[src/rtl/bbse_regs.svh]
// Contract
// RL1 - Selected I/O bit high skips next instruction, costing one, two or three cycles.
// RL2 - Generic flag branches test status bit s high or low; target PC+k+1, 1/2 cycles.
// RL3 - Zero branches jump when zero flag is one, or when it is zero.
// RL4 - Carry-high and unsigned-lower jump on carry one; carry-low and unsigned-ge on zero.
// RL5 - Negative branch jumps on N one, positive branch on N zero.
// RL6 - Signed ge jumps when N xor V is zero, signed lt when it is one.
// RL7 - Half-carry branches jump on H one or zero, one or two cycles.
// RL8 - T flag branches jump on T one or zero to PC+k+1.
// RL9 - Overflow branches jump on V one or zero to PC+k+1.
// RL10 - Interrupt-state branches jump on I one or zero to PC+k+1.
// RL11 - I/O bit set or clear takes two cycles, touches one bit, no flags.
// RL12 - Left shift moves bits up, zero into bit 0, updates Z C N V, one cycle.
// RL13 - Right shift moves bits down, zero into bit 7, updates Z C N V, one cycle.
// RL14 - Rotate left puts old carry in bit 0 and old bit 7 in carry.
// RL15 - Rotate right puts old carry in bit 7 and old bit 0 in carry.
// RL16 - Arithmetic right shift keeps bit 7, updates Z C N V, one cycle.
// RL17 - Bit store copies register bit to T; bit load copies T back, no flags.
// RL18 - Each set or clear flag instruction forces only that flag, one cycle.
// RL19 - Interrupt enable sets I, disable clears I, one cycle each.
// RL20 - Offsets are signed 7-bit words; taken skip costs two or three cycles.
`ifndef BBSE_REGS_SVH
`define BBSE_REGS_SVH

// ----------------------------------------------------------------------
// Register byte addresses
// ----------------------------------------------------------------------
`define BBSE_ADDR_CMD 8'h00
`define BBSE_ADDR_FLAGS 8'h04
`define BBSE_ADDR_PC 8'h08
`define BBSE_ADDR_OPND 8'h0c
`define BBSE_ADDR_IOVAL 8'h10
`define BBSE_ADDR_STAT 8'h14

// ----------------------------------------------------------------------
// Command word fields
// ----------------------------------------------------------------------
`define BBSE_CMD_OP_LSB 0
`define BBSE_CMD_BIT_LSB 6
`define BBSE_CMD_OFS_LSB 9
`define BBSE_CMD_TWO_WORD 16

// ----------------------------------------------------------------------
// Status register fields
// ----------------------------------------------------------------------
`define BBSE_STAT_BUSY 0
`define BBSE_STAT_DONE 1
`define BBSE_STAT_TAKEN 2
`define BBSE_STAT_COST_LSB 4

// ----------------------------------------------------------------------
// Flag positions
// ----------------------------------------------------------------------
`define BBSE_FLAG_C 3'h0
`define BBSE_FLAG_Z 3'h1
`define BBSE_FLAG_N 3'h2
`define BBSE_FLAG_V 3'h3
`define BBSE_FLAG_S 3'h4
`define BBSE_FLAG_H 3'h5
`define BBSE_FLAG_T 3'h6
`define BBSE_FLAG_I 3'h7

// ----------------------------------------------------------------------
// Reset values and cycle costs
// ----------------------------------------------------------------------
`define BBSE_RST_FLAGS 8'h00
`define BBSE_RST_PC 16'h0000
`define BBSE_RST_BYTE 8'h00
`define BBSE_COST_ONE 2'h1
`define BBSE_COST_TWO 2'h2
`define BBSE_COST_THREE 2'h3

`endif

[src/rtl/bbse_pkg.sv]
package bbse_pkg;

    typedef enum logic [5:0] {
        BBSE_OP_NONE = 6'h00,
        BBSE_OP_SKIP_IF_IO_BIT_HIGH = 6'h01,
        BBSE_OP_BRANCH_ON_FLAG_HIGH = 6'h02,
        BBSE_OP_BRANCH_ON_FLAG_LOW = 6'h03,
        BBSE_OP_BRANCH_ZERO_HIGH = 6'h04,
        BBSE_OP_BRANCH_ZERO_LOW = 6'h05,
        BBSE_OP_BRANCH_CARRY_HIGH = 6'h06,
        BBSE_OP_BRANCH_CARRY_LOW = 6'h07,
        BBSE_OP_BRANCH_UNSIGNED_GE = 6'h08,
        BBSE_OP_BRANCH_UNSIGNED_LT = 6'h09,
        BBSE_OP_BRANCH_NEGATIVE = 6'h0a,
        BBSE_OP_BRANCH_POSITIVE = 6'h0b,
        BBSE_OP_BRANCH_SIGNED_GE = 6'h0c,
        BBSE_OP_BRANCH_SIGNED_LT = 6'h0d,
        BBSE_OP_BRANCH_HALFCARRY_HIGH = 6'h0e,
        BBSE_OP_BRANCH_HALFCARRY_LOW = 6'h0f,
        BBSE_OP_BRANCH_TFLAG_HIGH = 6'h10,
        BBSE_OP_BRANCH_TFLAG_LOW = 6'h11,
        BBSE_OP_BRANCH_OVERFLOW_HIGH = 6'h12,
        BBSE_OP_BRANCH_OVERFLOW_LOW = 6'h13,
        BBSE_OP_BRANCH_INT_ENABLED = 6'h14,
        BBSE_OP_BRANCH_INT_DISABLED = 6'h15,
        BBSE_OP_SET_IO_BIT = 6'h16,
        BBSE_OP_CLEAR_IO_BIT = 6'h17,
        BBSE_OP_SHIFT_LEFT_LOGICAL = 6'h18,
        BBSE_OP_SHIFT_RIGHT_LOGICAL = 6'h19,
        BBSE_OP_ROTATE_LEFT_CARRY = 6'h1a,
        BBSE_OP_ROTATE_RIGHT_CARRY = 6'h1b,
        BBSE_OP_SHIFT_RIGHT_ARITH = 6'h1c,
        BBSE_OP_BIT_STORE_TO_TFLAG = 6'h1d,
        BBSE_OP_BIT_LOAD_FROM_TFLAG = 6'h1e,
        BBSE_OP_FLAG_SET = 6'h1f,
        BBSE_OP_FLAG_CLEAR = 6'h20,
        BBSE_OP_SET_CARRY = 6'h21,
        BBSE_OP_CLR_CARRY = 6'h22,
        BBSE_OP_SET_NEGATIVE = 6'h23,
        BBSE_OP_CLR_NEGATIVE = 6'h24,
        BBSE_OP_SET_ZERO = 6'h25,
        BBSE_OP_CLR_ZERO = 6'h26,
        BBSE_OP_SET_SIGNED = 6'h27,
        BBSE_OP_CLR_SIGNED = 6'h28,
        BBSE_OP_SET_OVERFLOW = 6'h29,
        BBSE_OP_CLR_OVERFLOW = 6'h2a,
        BBSE_OP_GLOBAL_INT_ON = 6'h2b,
        BBSE_OP_GLOBAL_INT_OFF = 6'h2c
    } bbse_op_t;

    typedef enum logic [1:0] {
        BBSE_ST_IDLE = 2'h1,
        BBSE_ST_EXEC = 2'h2
    } bbse_fsm_t;

    typedef struct packed {
        bbse_fsm_t fsm;
        logic [1:0] cnt;
        logic [1:0] cost;
        logic taken;
        logic done;
        logic [16:0] cmd;
        logic [7:0] status_flags_register;
        logic [15:0] pc;
        logic [7:0] opnd;
        logic [7:0] ioval;
        logic [31:0] rdata;
        logic slverr;
    } bbse_state_t;

endpackage : bbse_pkg

[src/rtl/bbse_core.sv]
// The APB slave port and the placing of the registers are this design's own decisions.
`timescale 1ns/1ps
`include "bbse_regs.svh"

module bbse_core (
    // Clock, reset and enable
    input wire logic clk_in,
    input wire logic rst_in,
    input wire logic ce_in,
    // APB slave
    input wire logic psel_in,
    input wire logic penable_in,
    input wire logic pwrite_in,
    input wire logic [7:0] paddr_in,
    input wire logic [31:0] pwdata_in,
    output logic [31:0] prdata_out,
    output logic pready_out,
    output logic pslverr_out,
    // Execution state
    output logic busy_out
);
    import bbse_pkg::*;

    // ------------------------------------------------------------------
    // Decoding helpers
    // ------------------------------------------------------------------

    // Returns {is_branch, taken} for every conditional branch.
    function automatic logic [1:0] branch_eval(input bbse_op_t op, input logic [2:0] s,
                                               input logic [7:0] f);
        logic nxv;
        nxv = f[`BBSE_FLAG_N] ^ f[`BBSE_FLAG_V];
        case (op)
            // RL2 generic flag test
            BBSE_OP_BRANCH_ON_FLAG_HIGH: branch_eval = {1'b1, f[s]};
            BBSE_OP_BRANCH_ON_FLAG_LOW: branch_eval = {1'b1, ~f[s]};
            // RL3 zero flag
            BBSE_OP_BRANCH_ZERO_HIGH: branch_eval = {1'b1, f[`BBSE_FLAG_Z]};
            BBSE_OP_BRANCH_ZERO_LOW: branch_eval = {1'b1, ~f[`BBSE_FLAG_Z]};
            // RL4 carry flag
            BBSE_OP_BRANCH_CARRY_HIGH: branch_eval = {1'b1, f[`BBSE_FLAG_C]};
            BBSE_OP_BRANCH_UNSIGNED_LT: branch_eval = {1'b1, f[`BBSE_FLAG_C]};
            BBSE_OP_BRANCH_CARRY_LOW: branch_eval = {1'b1, ~f[`BBSE_FLAG_C]};
            BBSE_OP_BRANCH_UNSIGNED_GE: branch_eval = {1'b1, ~f[`BBSE_FLAG_C]};
            // RL5 negative flag
            BBSE_OP_BRANCH_NEGATIVE: branch_eval = {1'b1, f[`BBSE_FLAG_N]};
            BBSE_OP_BRANCH_POSITIVE: branch_eval = {1'b1, ~f[`BBSE_FLAG_N]};
            // RL6 signed compare
            BBSE_OP_BRANCH_SIGNED_GE: branch_eval = {1'b1, ~nxv};
            BBSE_OP_BRANCH_SIGNED_LT: branch_eval = {1'b1, nxv};
            // RL7 half carry
            BBSE_OP_BRANCH_HALFCARRY_HIGH: branch_eval = {1'b1, f[`BBSE_FLAG_H]};
            BBSE_OP_BRANCH_HALFCARRY_LOW: branch_eval = {1'b1, ~f[`BBSE_FLAG_H]};
            // RL8 T flag
            BBSE_OP_BRANCH_TFLAG_HIGH: branch_eval = {1'b1, f[`BBSE_FLAG_T]};
            BBSE_OP_BRANCH_TFLAG_LOW: branch_eval = {1'b1, ~f[`BBSE_FLAG_T]};
            // RL9 overflow flag
            BBSE_OP_BRANCH_OVERFLOW_HIGH: branch_eval = {1'b1, f[`BBSE_FLAG_V]};
            BBSE_OP_BRANCH_OVERFLOW_LOW: branch_eval = {1'b1, ~f[`BBSE_FLAG_V]};
            // RL10 interrupt flag
            BBSE_OP_BRANCH_INT_ENABLED: branch_eval = {1'b1, f[`BBSE_FLAG_I]};
            BBSE_OP_BRANCH_INT_DISABLED: branch_eval = {1'b1, ~f[`BBSE_FLAG_I]};
            default: branch_eval = 2'h0;
        endcase
    endfunction : branch_eval

    // Returns {is_flag_op, flag index, value} for set and clear instructions.
    function automatic logic [4:0] flag_eval(input bbse_op_t op, input logic [2:0] s);
        case (op)
            BBSE_OP_FLAG_SET: flag_eval = {1'b1, s, 1'b1};
            BBSE_OP_FLAG_CLEAR: flag_eval = {1'b1, s, 1'b0};
            BBSE_OP_SET_CARRY: flag_eval = {1'b1, `BBSE_FLAG_C, 1'b1};
            BBSE_OP_CLR_CARRY: flag_eval = {1'b1, `BBSE_FLAG_C, 1'b0};
            BBSE_OP_SET_NEGATIVE: flag_eval = {1'b1, `BBSE_FLAG_N, 1'b1};
            BBSE_OP_CLR_NEGATIVE: flag_eval = {1'b1, `BBSE_FLAG_N, 1'b0};
            BBSE_OP_SET_ZERO: flag_eval = {1'b1, `BBSE_FLAG_Z, 1'b1};
            BBSE_OP_CLR_ZERO: flag_eval = {1'b1, `BBSE_FLAG_Z, 1'b0};
            BBSE_OP_SET_SIGNED: flag_eval = {1'b1, `BBSE_FLAG_S, 1'b1};
            BBSE_OP_CLR_SIGNED: flag_eval = {1'b1, `BBSE_FLAG_S, 1'b0};
            BBSE_OP_SET_OVERFLOW: flag_eval = {1'b1, `BBSE_FLAG_V, 1'b1};
            BBSE_OP_CLR_OVERFLOW: flag_eval = {1'b1, `BBSE_FLAG_V, 1'b0};
            BBSE_OP_GLOBAL_INT_ON: flag_eval = {1'b1, `BBSE_FLAG_I, 1'b1};
            BBSE_OP_GLOBAL_INT_OFF: flag_eval = {1'b1, `BBSE_FLAG_I, 1'b0};
            default: flag_eval = 5'h00;
        endcase
    endfunction : flag_eval

    // ------------------------------------------------------------------
    // State
    // ------------------------------------------------------------------
    bbse_state_t s_r;
    bbse_state_t s_nxt;

    logic setup;
    logic access;
    logic busy;
    logic wr_ok;

    assign setup = psel_in & ~penable_in;
    assign access = psel_in & penable_in;
    assign busy = (s_r.fsm == BBSE_ST_EXEC);
    // Data registers are locked while an instruction is running.
    assign wr_ok = access & pwrite_in & ~busy;

    assign pready_out = ce_in;
    assign prdata_out = s_r.rdata;
    assign pslverr_out = s_r.slverr;
    assign busy_out = busy;

    // ------------------------------------------------------------------
    // Next state
    // ------------------------------------------------------------------
    always_comb begin
        bbse_op_t op;
        logic [2:0] bsel;
        logic [15:0] ofs;
        logic two_word;
        logic [7:0] f;
        logic [7:0] rd;
        logic [7:0] res;
        logic [1:0] br;
        logic [4:0] fl;
        logic shift_op;
        logic cout;
        logic [1:0] cost;
        logic taken;
        logic [15:0] pc_new;
        logic [31:0] rd_word;
        logic hit;
        op = bbse_op_t'(pwdata_in[`BBSE_CMD_OP_LSB +: 6]);
        bsel = pwdata_in[`BBSE_CMD_BIT_LSB +: 3];
        // RL20 signed 7-bit word offset
        ofs = {{9{pwdata_in[`BBSE_CMD_OFS_LSB + 6]}}, pwdata_in[`BBSE_CMD_OFS_LSB +: 7]};
        two_word = pwdata_in[`BBSE_CMD_TWO_WORD];
        f = s_r.status_flags_register;
        rd = s_r.opnd;
        res = rd;
        shift_op = 1'b1;
        cout = 1'b0;
        cost = `BBSE_COST_ONE;
        taken = 1'b0;
        pc_new = s_r.pc + 16'h0001;
        br = branch_eval(op, bsel, f);
        fl = flag_eval(op, bsel);
        rd_word = 32'h0000_0000;
        hit = 1'b1;
        s_nxt = s_r;

        // Read data and error are latched in the setup cycle.
        case (paddr_in)
            `BBSE_ADDR_CMD: rd_word = {15'h0000, s_r.cmd};
            `BBSE_ADDR_FLAGS: rd_word = {24'h000000, s_r.status_flags_register};
            `BBSE_ADDR_PC: rd_word = {16'h0000, s_r.pc};
            `BBSE_ADDR_OPND: rd_word = {24'h000000, s_r.opnd};
            `BBSE_ADDR_IOVAL: rd_word = {24'h000000, s_r.ioval};
            `BBSE_ADDR_STAT: rd_word = {26'h0000000, s_r.cost, 1'b0, s_r.taken, s_r.done, busy};
            default: hit = 1'b0;
        endcase
        if (setup) begin
            s_nxt.rdata = pwrite_in ? 32'h0000_0000 : rd_word;
            s_nxt.slverr = ~hit;
        end

        // Shift and rotate results.
        case (op)
            // RL12 left shift
            BBSE_OP_SHIFT_LEFT_LOGICAL: begin
                res = {rd[6:0], 1'b0};
                cout = rd[7];
            end
            // RL13 right shift
            BBSE_OP_SHIFT_RIGHT_LOGICAL: begin
                res = {1'b0, rd[7:1]};
                cout = rd[0];
            end
            // RL14 rotate left
            BBSE_OP_ROTATE_LEFT_CARRY: begin
                res = {rd[6:0], f[`BBSE_FLAG_C]};
                cout = rd[7];
            end
            // RL15 rotate right
            BBSE_OP_ROTATE_RIGHT_CARRY: begin
                res = {f[`BBSE_FLAG_C], rd[7:1]};
                cout = rd[0];
            end
            // RL16 arithmetic shift
            BBSE_OP_SHIFT_RIGHT_ARITH: begin
                res = {rd[7], rd[7:1]};
                cout = rd[0];
            end
            default: shift_op = 1'b0;
        endcase

        // Status bits: done is set on completion and cleared by writing one.
        if (access && pwrite_in && paddr_in == `BBSE_ADDR_STAT && pwdata_in[`BBSE_STAT_DONE]) begin
            s_nxt.done = 1'b0;
        end

        // Plain register writes.
        if (wr_ok) begin
            case (paddr_in)
                `BBSE_ADDR_FLAGS: s_nxt.status_flags_register = pwdata_in[7:0];
                `BBSE_ADDR_PC: s_nxt.pc = pwdata_in[15:0];
                `BBSE_ADDR_OPND: s_nxt.opnd = pwdata_in[7:0];
                `BBSE_ADDR_IOVAL: s_nxt.ioval = pwdata_in[7:0];
                default: s_nxt.cmd = s_r.cmd;
            endcase
        end

        case (s_r.fsm)
            BBSE_ST_IDLE: begin
                if (wr_ok && paddr_in == `BBSE_ADDR_CMD) begin
                    s_nxt.cmd = pwdata_in[16:0];
                    if (br[1]) begin
                        // RL2 taken costs two cycles
                        taken = br[0];
                        if (br[0]) begin
                            pc_new = s_r.pc + ofs + 16'h0001;
                            cost = `BBSE_COST_TWO;
                        end
                    end else if (op == BBSE_OP_SKIP_IF_IO_BIT_HIGH) begin
                        // RL1 skip over next instruction
                        taken = s_r.ioval[bsel];
                        if (taken) begin
                            // RL20 skip cost by length
                            pc_new = s_r.pc + (two_word ? 16'h0003 : 16'h0002);
                            cost = two_word ? `BBSE_COST_THREE : `BBSE_COST_TWO;
                        end
                    end else if (op == BBSE_OP_SET_IO_BIT || op == BBSE_OP_CLEAR_IO_BIT) begin
                        // RL11 single bit, two cycles
                        s_nxt.ioval[bsel] = (op == BBSE_OP_SET_IO_BIT);
                        cost = `BBSE_COST_TWO;
                    end else if (shift_op) begin
                        // RL12 flag update
                        s_nxt.opnd = res;
                        s_nxt.status_flags_register[`BBSE_FLAG_Z] = (res == 8'h00);
                        s_nxt.status_flags_register[`BBSE_FLAG_C] = cout;
                        s_nxt.status_flags_register[`BBSE_FLAG_N] = res[7];
                        s_nxt.status_flags_register[`BBSE_FLAG_V] = res[7] ^ cout;
                    end else if (op == BBSE_OP_BIT_STORE_TO_TFLAG) begin
                        // RL17 bit to T
                        s_nxt.status_flags_register[`BBSE_FLAG_T] = rd[bsel];
                    end else if (op == BBSE_OP_BIT_LOAD_FROM_TFLAG) begin
                        // RL17 T to bit
                        s_nxt.opnd[bsel] = f[`BBSE_FLAG_T];
                    end else if (fl[4]) begin
                        // RL18 single flag forced
                        // RL19 interrupt flag
                        s_nxt.status_flags_register[fl[3:1]] = fl[0];
                    end
                    s_nxt.pc = pc_new;
                    s_nxt.taken = taken;
                    s_nxt.cost = cost;
                    s_nxt.cnt = cost - 2'h1;
                    s_nxt.fsm = BBSE_ST_EXEC;
                end
            end
            BBSE_ST_EXEC: begin
                if (s_r.cnt == 2'h0) begin
                    s_nxt.fsm = BBSE_ST_IDLE;
                    s_nxt.done = 1'b1;
                end else begin
                    s_nxt.cnt = s_r.cnt - 2'h1;
                end
            end
            default: s_nxt.fsm = BBSE_ST_IDLE;
        endcase
    end

    // ------------------------------------------------------------------
    // Registers
    // ------------------------------------------------------------------
    always_ff @(posedge clk_in) begin
        if (rst_in) begin
            s_r.fsm <= BBSE_ST_IDLE;
            s_r.cnt <= 2'h0;
            s_r.cost <= 2'h0;
            s_r.taken <= 1'b0;
            s_r.done <= 1'b0;
            s_r.cmd <= 17'h00000;
            s_r.status_flags_register <= `BBSE_RST_FLAGS;
            s_r.pc <= `BBSE_RST_PC;
            s_r.opnd <= `BBSE_RST_BYTE;
            s_r.ioval <= `BBSE_RST_BYTE;
            s_r.rdata <= 32'h0000_0000;
            s_r.slverr <= 1'b0;
        end else if (ce_in) begin
            s_r <= s_nxt;
        end
    end

endmodule : bbse_core

[config.mk]
export PLATFORM = sky130hd
export DESIGN_NAME = bbse_core
export DESIGN_NICKNAME = d
export VERILOG_FILES = /design/src/rtl/bbse_pkg.sv /design/src/rtl/bbse_core.sv
export VERILOG_INCLUDE_DIRS = /design/src /design/src/rtl
export SDC_FILE = /design/constraint.sdc
export NUM_CORES = 1
export LEC_CHECK = 0
export BUFFER_PORTS_ARGS = -buffer_cell sky130_fd_sc_hd__clkbuf_2
export CAP_MARGIN = 10
export CORE_ASPECT_RATIO = 0.75
export CORE_UTILIZATION = 55
export DETAILED_ROUTE_END_ITERATION = 10
export GPL_TIMING_DRIVEN = 0
export PLACE_DENSITY = 0.73
export SLEW_MARGIN = 20
export SYNTH_ARGS = -nofsm -noshare
export SYNTH_HDL_FRONTEND = slang
export SYNTH_SLANG_ARGS = --single-unit
[constraint.sdc]
create_clock -name clk_in -period 4.3 [get_ports clk_in]
set_input_delay 0 -clock clk_in [delete_from_list [all_inputs] [get_ports clk_in]]
set_output_delay 0 -clock clk_in [all_outputs]
set_load 0.005 [all_outputs]
# After elaboration in Yosys (flattened, before gate mapping)
# Cells that the tools add are included.
# word_totals
ff_bits,98
mem_count,0
ramBits,0
latch_bits,0
mem_bits_ro,0
out_inout_bits,35
wordCells,183
in_bits,46
# op_classes
add_sub_neg,6
bitwise_logic,18
multipliers,0
n_div,0
n_shift,0
n_reduce_logical,21
magnitude_cmp,4
n_eq_ne,54
n_mux,68
# op_table
op,n
57-bit two-way mux,2
16-bit two-way mux,7
8-bit two-way mux,13
17-bit case mux with 6 select lines,1
6-bit by 5-bit equality test with 1-bit output (second input constant),16
6-bit equality test (second input constant),13
5-bit case mux with 14 select lines,1
6-bit by 4-bit equality test with 1-bit output (second input constant),8
40-bit two-way mux,1
8-bit case mux with 5 select lines,1
2-bit case mux with 18 select lines,1
16-bit by 1-bit adder with 16-bit output (second input constant),2
32-bit two-way mux,1
8-bit bitwise mux,3
6-bit by 3-bit equality test with 1-bit output (second input constant),4
2-bit two-way mux,9
16-bit adder,1
16-bit by 2-bit adder with 16-bit output,1
8-bit by 4-bit equality test with 1-bit output (second input constant),2
8-bit by 5-bit equality test with 1-bit output (second input constant),2
8-bit logical NOT,2
1-bit two-way mux,16
6-bit by 2-bit equality test with 1-bit output (second input constant),2
1-bit inverter,12
29 further kinds,50

# Depth between registers and ports, before layout
# depth
word_depth,16
depth_mapped,11
depth_no_buf,11

# Worst setup path before layout
# No wires, ideal clock.
# synth_path
path_type,reg2reg
from,register s_r[49] (netlist name)
to,register s_r[57] (netlist name)
path_buffers,0
setup_ns,0.114
path_slack_ns,1.785
path_stages_with_launch,12
synth_period_minus_slack_ns,2.515
arrival_ns,2.401
required_ns,4.186
path_cell_list,dfxtp_1 inv_1 ha_1 inv_1 fa_1 a211oi_1 o21bai_1 a21oi_1 o21ai_0 xor2_1 a2111o_1 a21bo_1
# synth_between
elab_chain_len,6
elab_cells_between_ends,10
cone_classes,4 x add/sub; 6 x mux
# synth_rtl
element,line_no,rtl
"start, declared",bbse_core.sv:91,bbse_state_t s_r;
"start signal, assigned",bbse_core.sv:288,s_r <= s_nxt;
"16-bit adder, or another cell as far along",bbse_core.sv:218,pc_new = s_r.pc + ofs + 16'h0001;
16-bit by 1-bit adder with 16-bit output or 16-bit two-way mux (tied branches),"bbse_core.sv:218, bbse_core.sv:224",
"16-bit two-way mux, on equally long branches","bbse_core.sv:217, bbse_core.sv:221",
16-bit two-way mux (*),bbse_core.sv:214,if (br[1]) begin
57-bit two-way mux (*),bbse_core.sv:212,if (wr_ok && paddr_in == `BBSE_ADDR_CMD) begin
57-bit two-way mux (*),bbse_core.sv:210,case (s_r.fsm)
# Every way passes the cells marked *; elsewhere a longest branch is shown, timed or not.
# A chain may end at the register's enable or synchronous reset.

# Worst setup path in the final report
# Ends and elaborated chain as after synthesis.

==> impl_table.tex <==
\begin{tabular}{lr}
\hline
Metric & Value \\
\hline
\multicolumn{2}{l}{\textbf{Synth}} \\
\quad Warning count from the yosys run & 0 \\
\quad FFs w/ async S/R, synth & 0 \\
\quad Share of cell area taken by muxes after synthesis & 0.0834 \\
\quad Dominant combinational cell family by area after synthesis & compound AO/OA/AOI/OAI gates \\
\quad Syn\_area\_per\_cell & 7.36 um2 \\
\quad Adder-cell share of the synthesized area & 0.0353 \\
\quad Summed instance area of the synthesized netlist & 7580 um2 \\
\quad Fraction of the yosys area taken by sequential cells & 0.219 \\
\quad Most area-consuming cells after synthesis & sky130\_fd\_sc\_hd\_\_dfxtp\_1, sky130\_fd\_sc\_hd\_\_a21oi\_1, sky130\_fd\_sc\_hd\_\_nand2\_1, sky130\_fd\_sc\_hd\_\_mux2i\_1, sky130\_fd\_sc\_hd\_\_nor2\_1 \\
\quad Number of enable flip-flop cells after synthesis & 0 \\
\quad Synth Instances & 1030 \\
\quad Register bit total from synthesis & 83 \\
\quad Portion of synthesized cell area occupied by the leading cell type & 0.219 \\
\quad Most instantiated flip-flop cell in the synthesis netlist & sky130\_fd\_sc\_hd\_\_dfxtp\_1 \\
\quad Post-synthesis compound-gate area fraction & 0.293 \\
\quad Simple-gate area share of the yosys netlist & 0.250 \\
\quad Biggest area consumer among synthesized cells & sky130\_fd\_sc\_hd\_\_dfxtp\_1 \\
\quad Count of unique library cells instantiated by Yosys & 94 \\
\quad Area share of xor/xnor cells in the synthesized design & 0.0312 \\
\multicolumn{2}{l}{\textbf{Place}} \\
\quad Place WS & 1.23 ns \\
\quad Final HPWL from detailed placement & 20900 um \\
\quad Port Buffers & 48 \\
\quad Placer's final routability congestion estimate & 1.01 \\
\multicolumn{2}{l}{\textbf{Worst setup path}} \\
\quad Critical path required time & 4.55 ns \\
\quad Worst path bufs/invs & 2 \\
\quad Setup crit end kind & flop \\
\quad Most used cell, CP & sky130\_fd\_sc\_hd\_\_inv\_1 \\
\quad Critical-path cell list & inv\_1 > ha\_1 > inv\_1 > fa\_1 > a211oi\_1 > o21bai\_1 > a21oi\_1 > o21ai\_0 > xor2\_1 > a2111o\_1 > a21bo\_1 \\
\quad Standard cell with the maximum stage delay on the critical path & sky130\_fd\_sc\_hd\_\_a2111o\_1 \\
\quad Top Family by Delay on Critical Path & compound AO/OA/AOI/OAI gates \\
\quad Worst Path Arrival & 3.28 ns \\
\quad Crit-path max FO & 7 \\
\quad Logic depth of the worst register-to-register path & 11 \\
\quad Critical path launch point type & flop \\
\quad Crit path depth & 11 \\
\quad Stage delay of the slowest cell on the critical path & 0.45 ns \\
\quad Type of the worst setup path & flop to flop \\
\multicolumn{2}{l}{\textbf{Timing}} \\
\quad Final cycle utilization of the critical path & 0.704 \\
\quad Final number of setup-violating endpoints & 0 \\
\quad Transition time of the tightest slew-check pin & 0.950 ns \\
\quad Setup TNS & 0 ns \\
\quad Layout Skew & 0.00697 ns \\
\quad Hold violation count in the final report & 0 \\
\quad Worst setup margin & 1.27 ns \\
\quad Normalized max-slew margin & 0.360 \\
\quad Slew Limit Fails & 0 \\
\quad Setup repair after global routing missed its margin & no \\
\quad Achievable clock frequency & 0.330 GHz \\
\quad Final critical delay including setup and external delays & 3.03 ns \\
\multicolumn{2}{l}{\textbf{Drt}} \\
\quad Overall via count from detail\_route & 8732 \\
\quad Drc violations & 0 \\
\quad Initial DRT Pass Iterations & 8 \\
\quad Routed wire length on met3 & 4580 um \\
\quad Wirelength per Cell & 21.7 um \\
\quad Wire length on met1 & 12000 um \\
\quad Detailed-routed wire length on met2 & 10500 um \\
\quad Violation count after the first detailed-route iteration & 1369 \\
\quad Vias per Instance & 6.80 \\
\quad Aggregate routed wire length & 27900 um \\
\quad DRT antenna net count & 0 \\
\quad Top metal layer carrying routed signals & met5 \\
\multicolumn{2}{l}{\textbf{Layout}} \\
\quad Ratio of cells with drive above 1 in the final layout & 0.136 \\
\quad Area growth, synth to finish & 11.9\% \\
\quad Fill cell count & 1239 \\
\quad Nets & 1175 \\
\quad Number of antenna cells inserted & 0 \\
\multicolumn{2}{l}{\textbf{Clock tree}} \\
\quad CTS HTree Levels & 3 \\
\quad Clock Pin Slew Worst Setup and Hold Paths & 0.07 ns \\
\quad Clk buf depth & 2 \\
\quad Number of CTS-inserted buffers & 9 \\
\quad Clock tree from TritonCTS & built \\
\quad Clock sink count & 83 \\
\quad Clock latency reported for the late side of the worst-skew pair & 0.36 ns \\
\quad Clock Root Buffer & sky130\_fd\_sc\_hd\_\_clkbuf\_16 \\
\quad Number of setup buffers added after CTS & 0 \\
\multicolumn{2}{l}{\textbf{Run status}} \\
\quad Result of the run & finished clean \\
\multicolumn{2}{l}{\textbf{Die}} \\
\quad Number of core rows & 36 \\
\quad Initial standard-cell utilization of the core & 0.574 \\
\quad DIE WIDTH & 138 um \\
\quad Core Box Area & 13200 um2 \\
\quad Number of I/O pins & 81 \\
\quad Height of the die & 104 um \\
\quad Area of the die & 14300 um2 \\
\multicolumn{2}{l}{\textbf{GRT}} \\
\quad Sum of overflow across all layers after global routing & 0 \\
\quad Number of global-route vias before repair & 7657 \\
\quad Pin count of the biggest net entering global routing & 17 \\
\quad Antenna violations before repair & 1 \\
\quad Overall Global Routing Usage & 0.396 \\
\quad Global-route wire length before repair & 43300 um \\
\multicolumn{2}{l}{\textbf{Pwr}} \\
\quad Maximum VDD drop & 0.000205 V \\
\quad Power per unit of standard cell area & 235 nW/um2 \\
\quad Final total power & 1.99 mW \\
\quad Leakage & 3.14 nW \\
\multicolumn{2}{l}{\textbf{Hold path}} \\
\quad Path type of the worst min-delay path & input port to flop \\
\quad Number of cells traversed by the worst hold path & 3 \\
\multicolumn{2}{l}{\textbf{Run}} \\
\quad Total of max-cap violations & 0 \\
\hline
\end{tabular}
cell usage after synthesis, drive strengths merged, types with 6 or more instances:
library cell / n
or3: 15
dfxtp: 83
nor2: 84
inv: 21
nor2b: 11
and3: 10
o21a: 8
nand2b: 7
a211oi: 18
nand3b: 7
nand2: 118
o211ai: 11
a22o: 11
o21ai: 62
nand3: 25
a311oi: 9
or4: 7
mux2: 7
a31oi: 14
nand4: 11
o22ai: 14
nor3: 26
a21o: 12
nor3b: 6
nor4: 14
and2: 10
ha: 19
mux2i: 45
a21oi: 98
xnor2: 17
a22oi: 19
clkbuf: 49
xor2: 10
buf: 61
or2: 6
cell families (layout without fill, tap and decap cells):
family | Yosys count | in the layout
AND/OR/NAND/NOR | 373 | 373
AO/OA/AOI/OAI | 338 | 338
buffers and inverters | 131 | 201
flip-flops | 83 | 83
multiplexers | 56 | 56
XOR/XNOR | 27 | 27
adder cells (fa/ha/maj) | 21 | 21
other | 1 | 15
sequential cells by signal (all words and copies together) (netlist names):
| name | count |
|---|---|
| prdata_out | 17 |
| pslverr_out | 1 |
| s_r | 65 |
through the flow:
step	std cells	instance area, um2	util	hold WS, ns
floorplan	1044	7630	-	0.0808
global placement	1263	8080	0.613	0.319
detailed placement	1263	8090	0.613	0.311
CTS	1285	8480	0.642	0.00603
global route	1285	8480	0.642	0.0491
finish	1285	8480	0.642	0.0203
timing repair:
item                       in CTS  in global routing
setup endpoints to repair       0                  0
hold buffers                    6                  0
hold endpoints to repair        6                  0
resized for setup               0                  0
worst register-to-register path: cells and delay by family (launching register included):
family	cells	cell delay (ns)
DFF	1	0.43
xor gates and xnor gates	1	0.18
buffers and inverters	2	0.25
adders and majority gates	2	0.66
AOI/OAI and AO/OA	6	1.41
power breakdown:
part	switching, mW	internal [mW]	total [mW]
Clock	0.374	0.520	0.894
Sequential	0.00761	0.771	0.779
Combinational	0.216	0.105	0.321
Total	0.598	1.40	1.99
cell usage in the layout, fill, tap and decap left out, types with 12 or more instances in the layout:
cell type,n
sky130_fd_sc_hd__nand2_1,118
sky130_fd_sc_hd__o22ai_1,14
sky130_fd_sc_hd__clkbuf_1,48
sky130_fd_sc_hd__nor2_1,83
sky130_fd_sc_hd__nor4_1,12
sky130_fd_sc_hd__a21oi_1,98
sky130_fd_sc_hd__or3_1,15
sky130_fd_sc_hd__mux2i_1,44
sky130_fd_sc_hd__clkbuf_2,49
sky130_fd_sc_hd__a31oi_1,14
sky130_fd_sc_hd__a22oi_1,19
sky130_fd_sc_hd__buf_4,35
sky130_fd_sc_hd__conb_1,15
sky130_fd_sc_hd__o21ai_0,60
sky130_fd_sc_hd__xnor2_1,17
sky130_fd_sc_hd__nand3_1,24
sky130_fd_sc_hd__dfxtp_1,83
sky130_fd_sc_hd__nor3_1,23
sky130_fd_sc_hd__a211oi_1,17
sky130_fd_sc_hd__ha_1,19
sky130_fd_sc_hd__inv_1,20
sky130_fd_sc_hd__buf_2,16
sky130_fd_sc_hd__a21o_1,12
final cells by class:
type | count | area (um2) | area share
clock buffers | 9 | 225 | 0.0266
multi-input cells | 830 | 5310 | 0.627
clock inverters | 7 | 105 | 0.0124
inverters | 21 | 78.8 | 0.00930
well taps | 171 | 214 | 0.0252
repair buffers | 54 | 300 | 0.0354
flip-flops and latches | 83 | 1660 | 0.196
plain buffers | 110 | 581 | 0.0685
layer usage:
layer | GRT usage | up-vias
li1 | - | 3958
met1 | 0.601 | 3952
met2 | 0.515 | 714
met3 | 0.137 | 106
met4 | 0.105 | 2
met5 | 0 | -
path summary, 6_finish.rpt:
| check | start | end | slack, ns |
|---|---|---|---|
| worst max-delay path | s_r[49] | s_r[57] | 1.27 |
| worst min-delay path | pwdata_in[10] | s_r[83] | 0.02 |
| worst max register to register | s_r[49] | s_r[57] | 1.27 |
| worst min register to register | s_r[89] | s_r[89] | 0.46 |
Power figures use the tool's default switching activity.
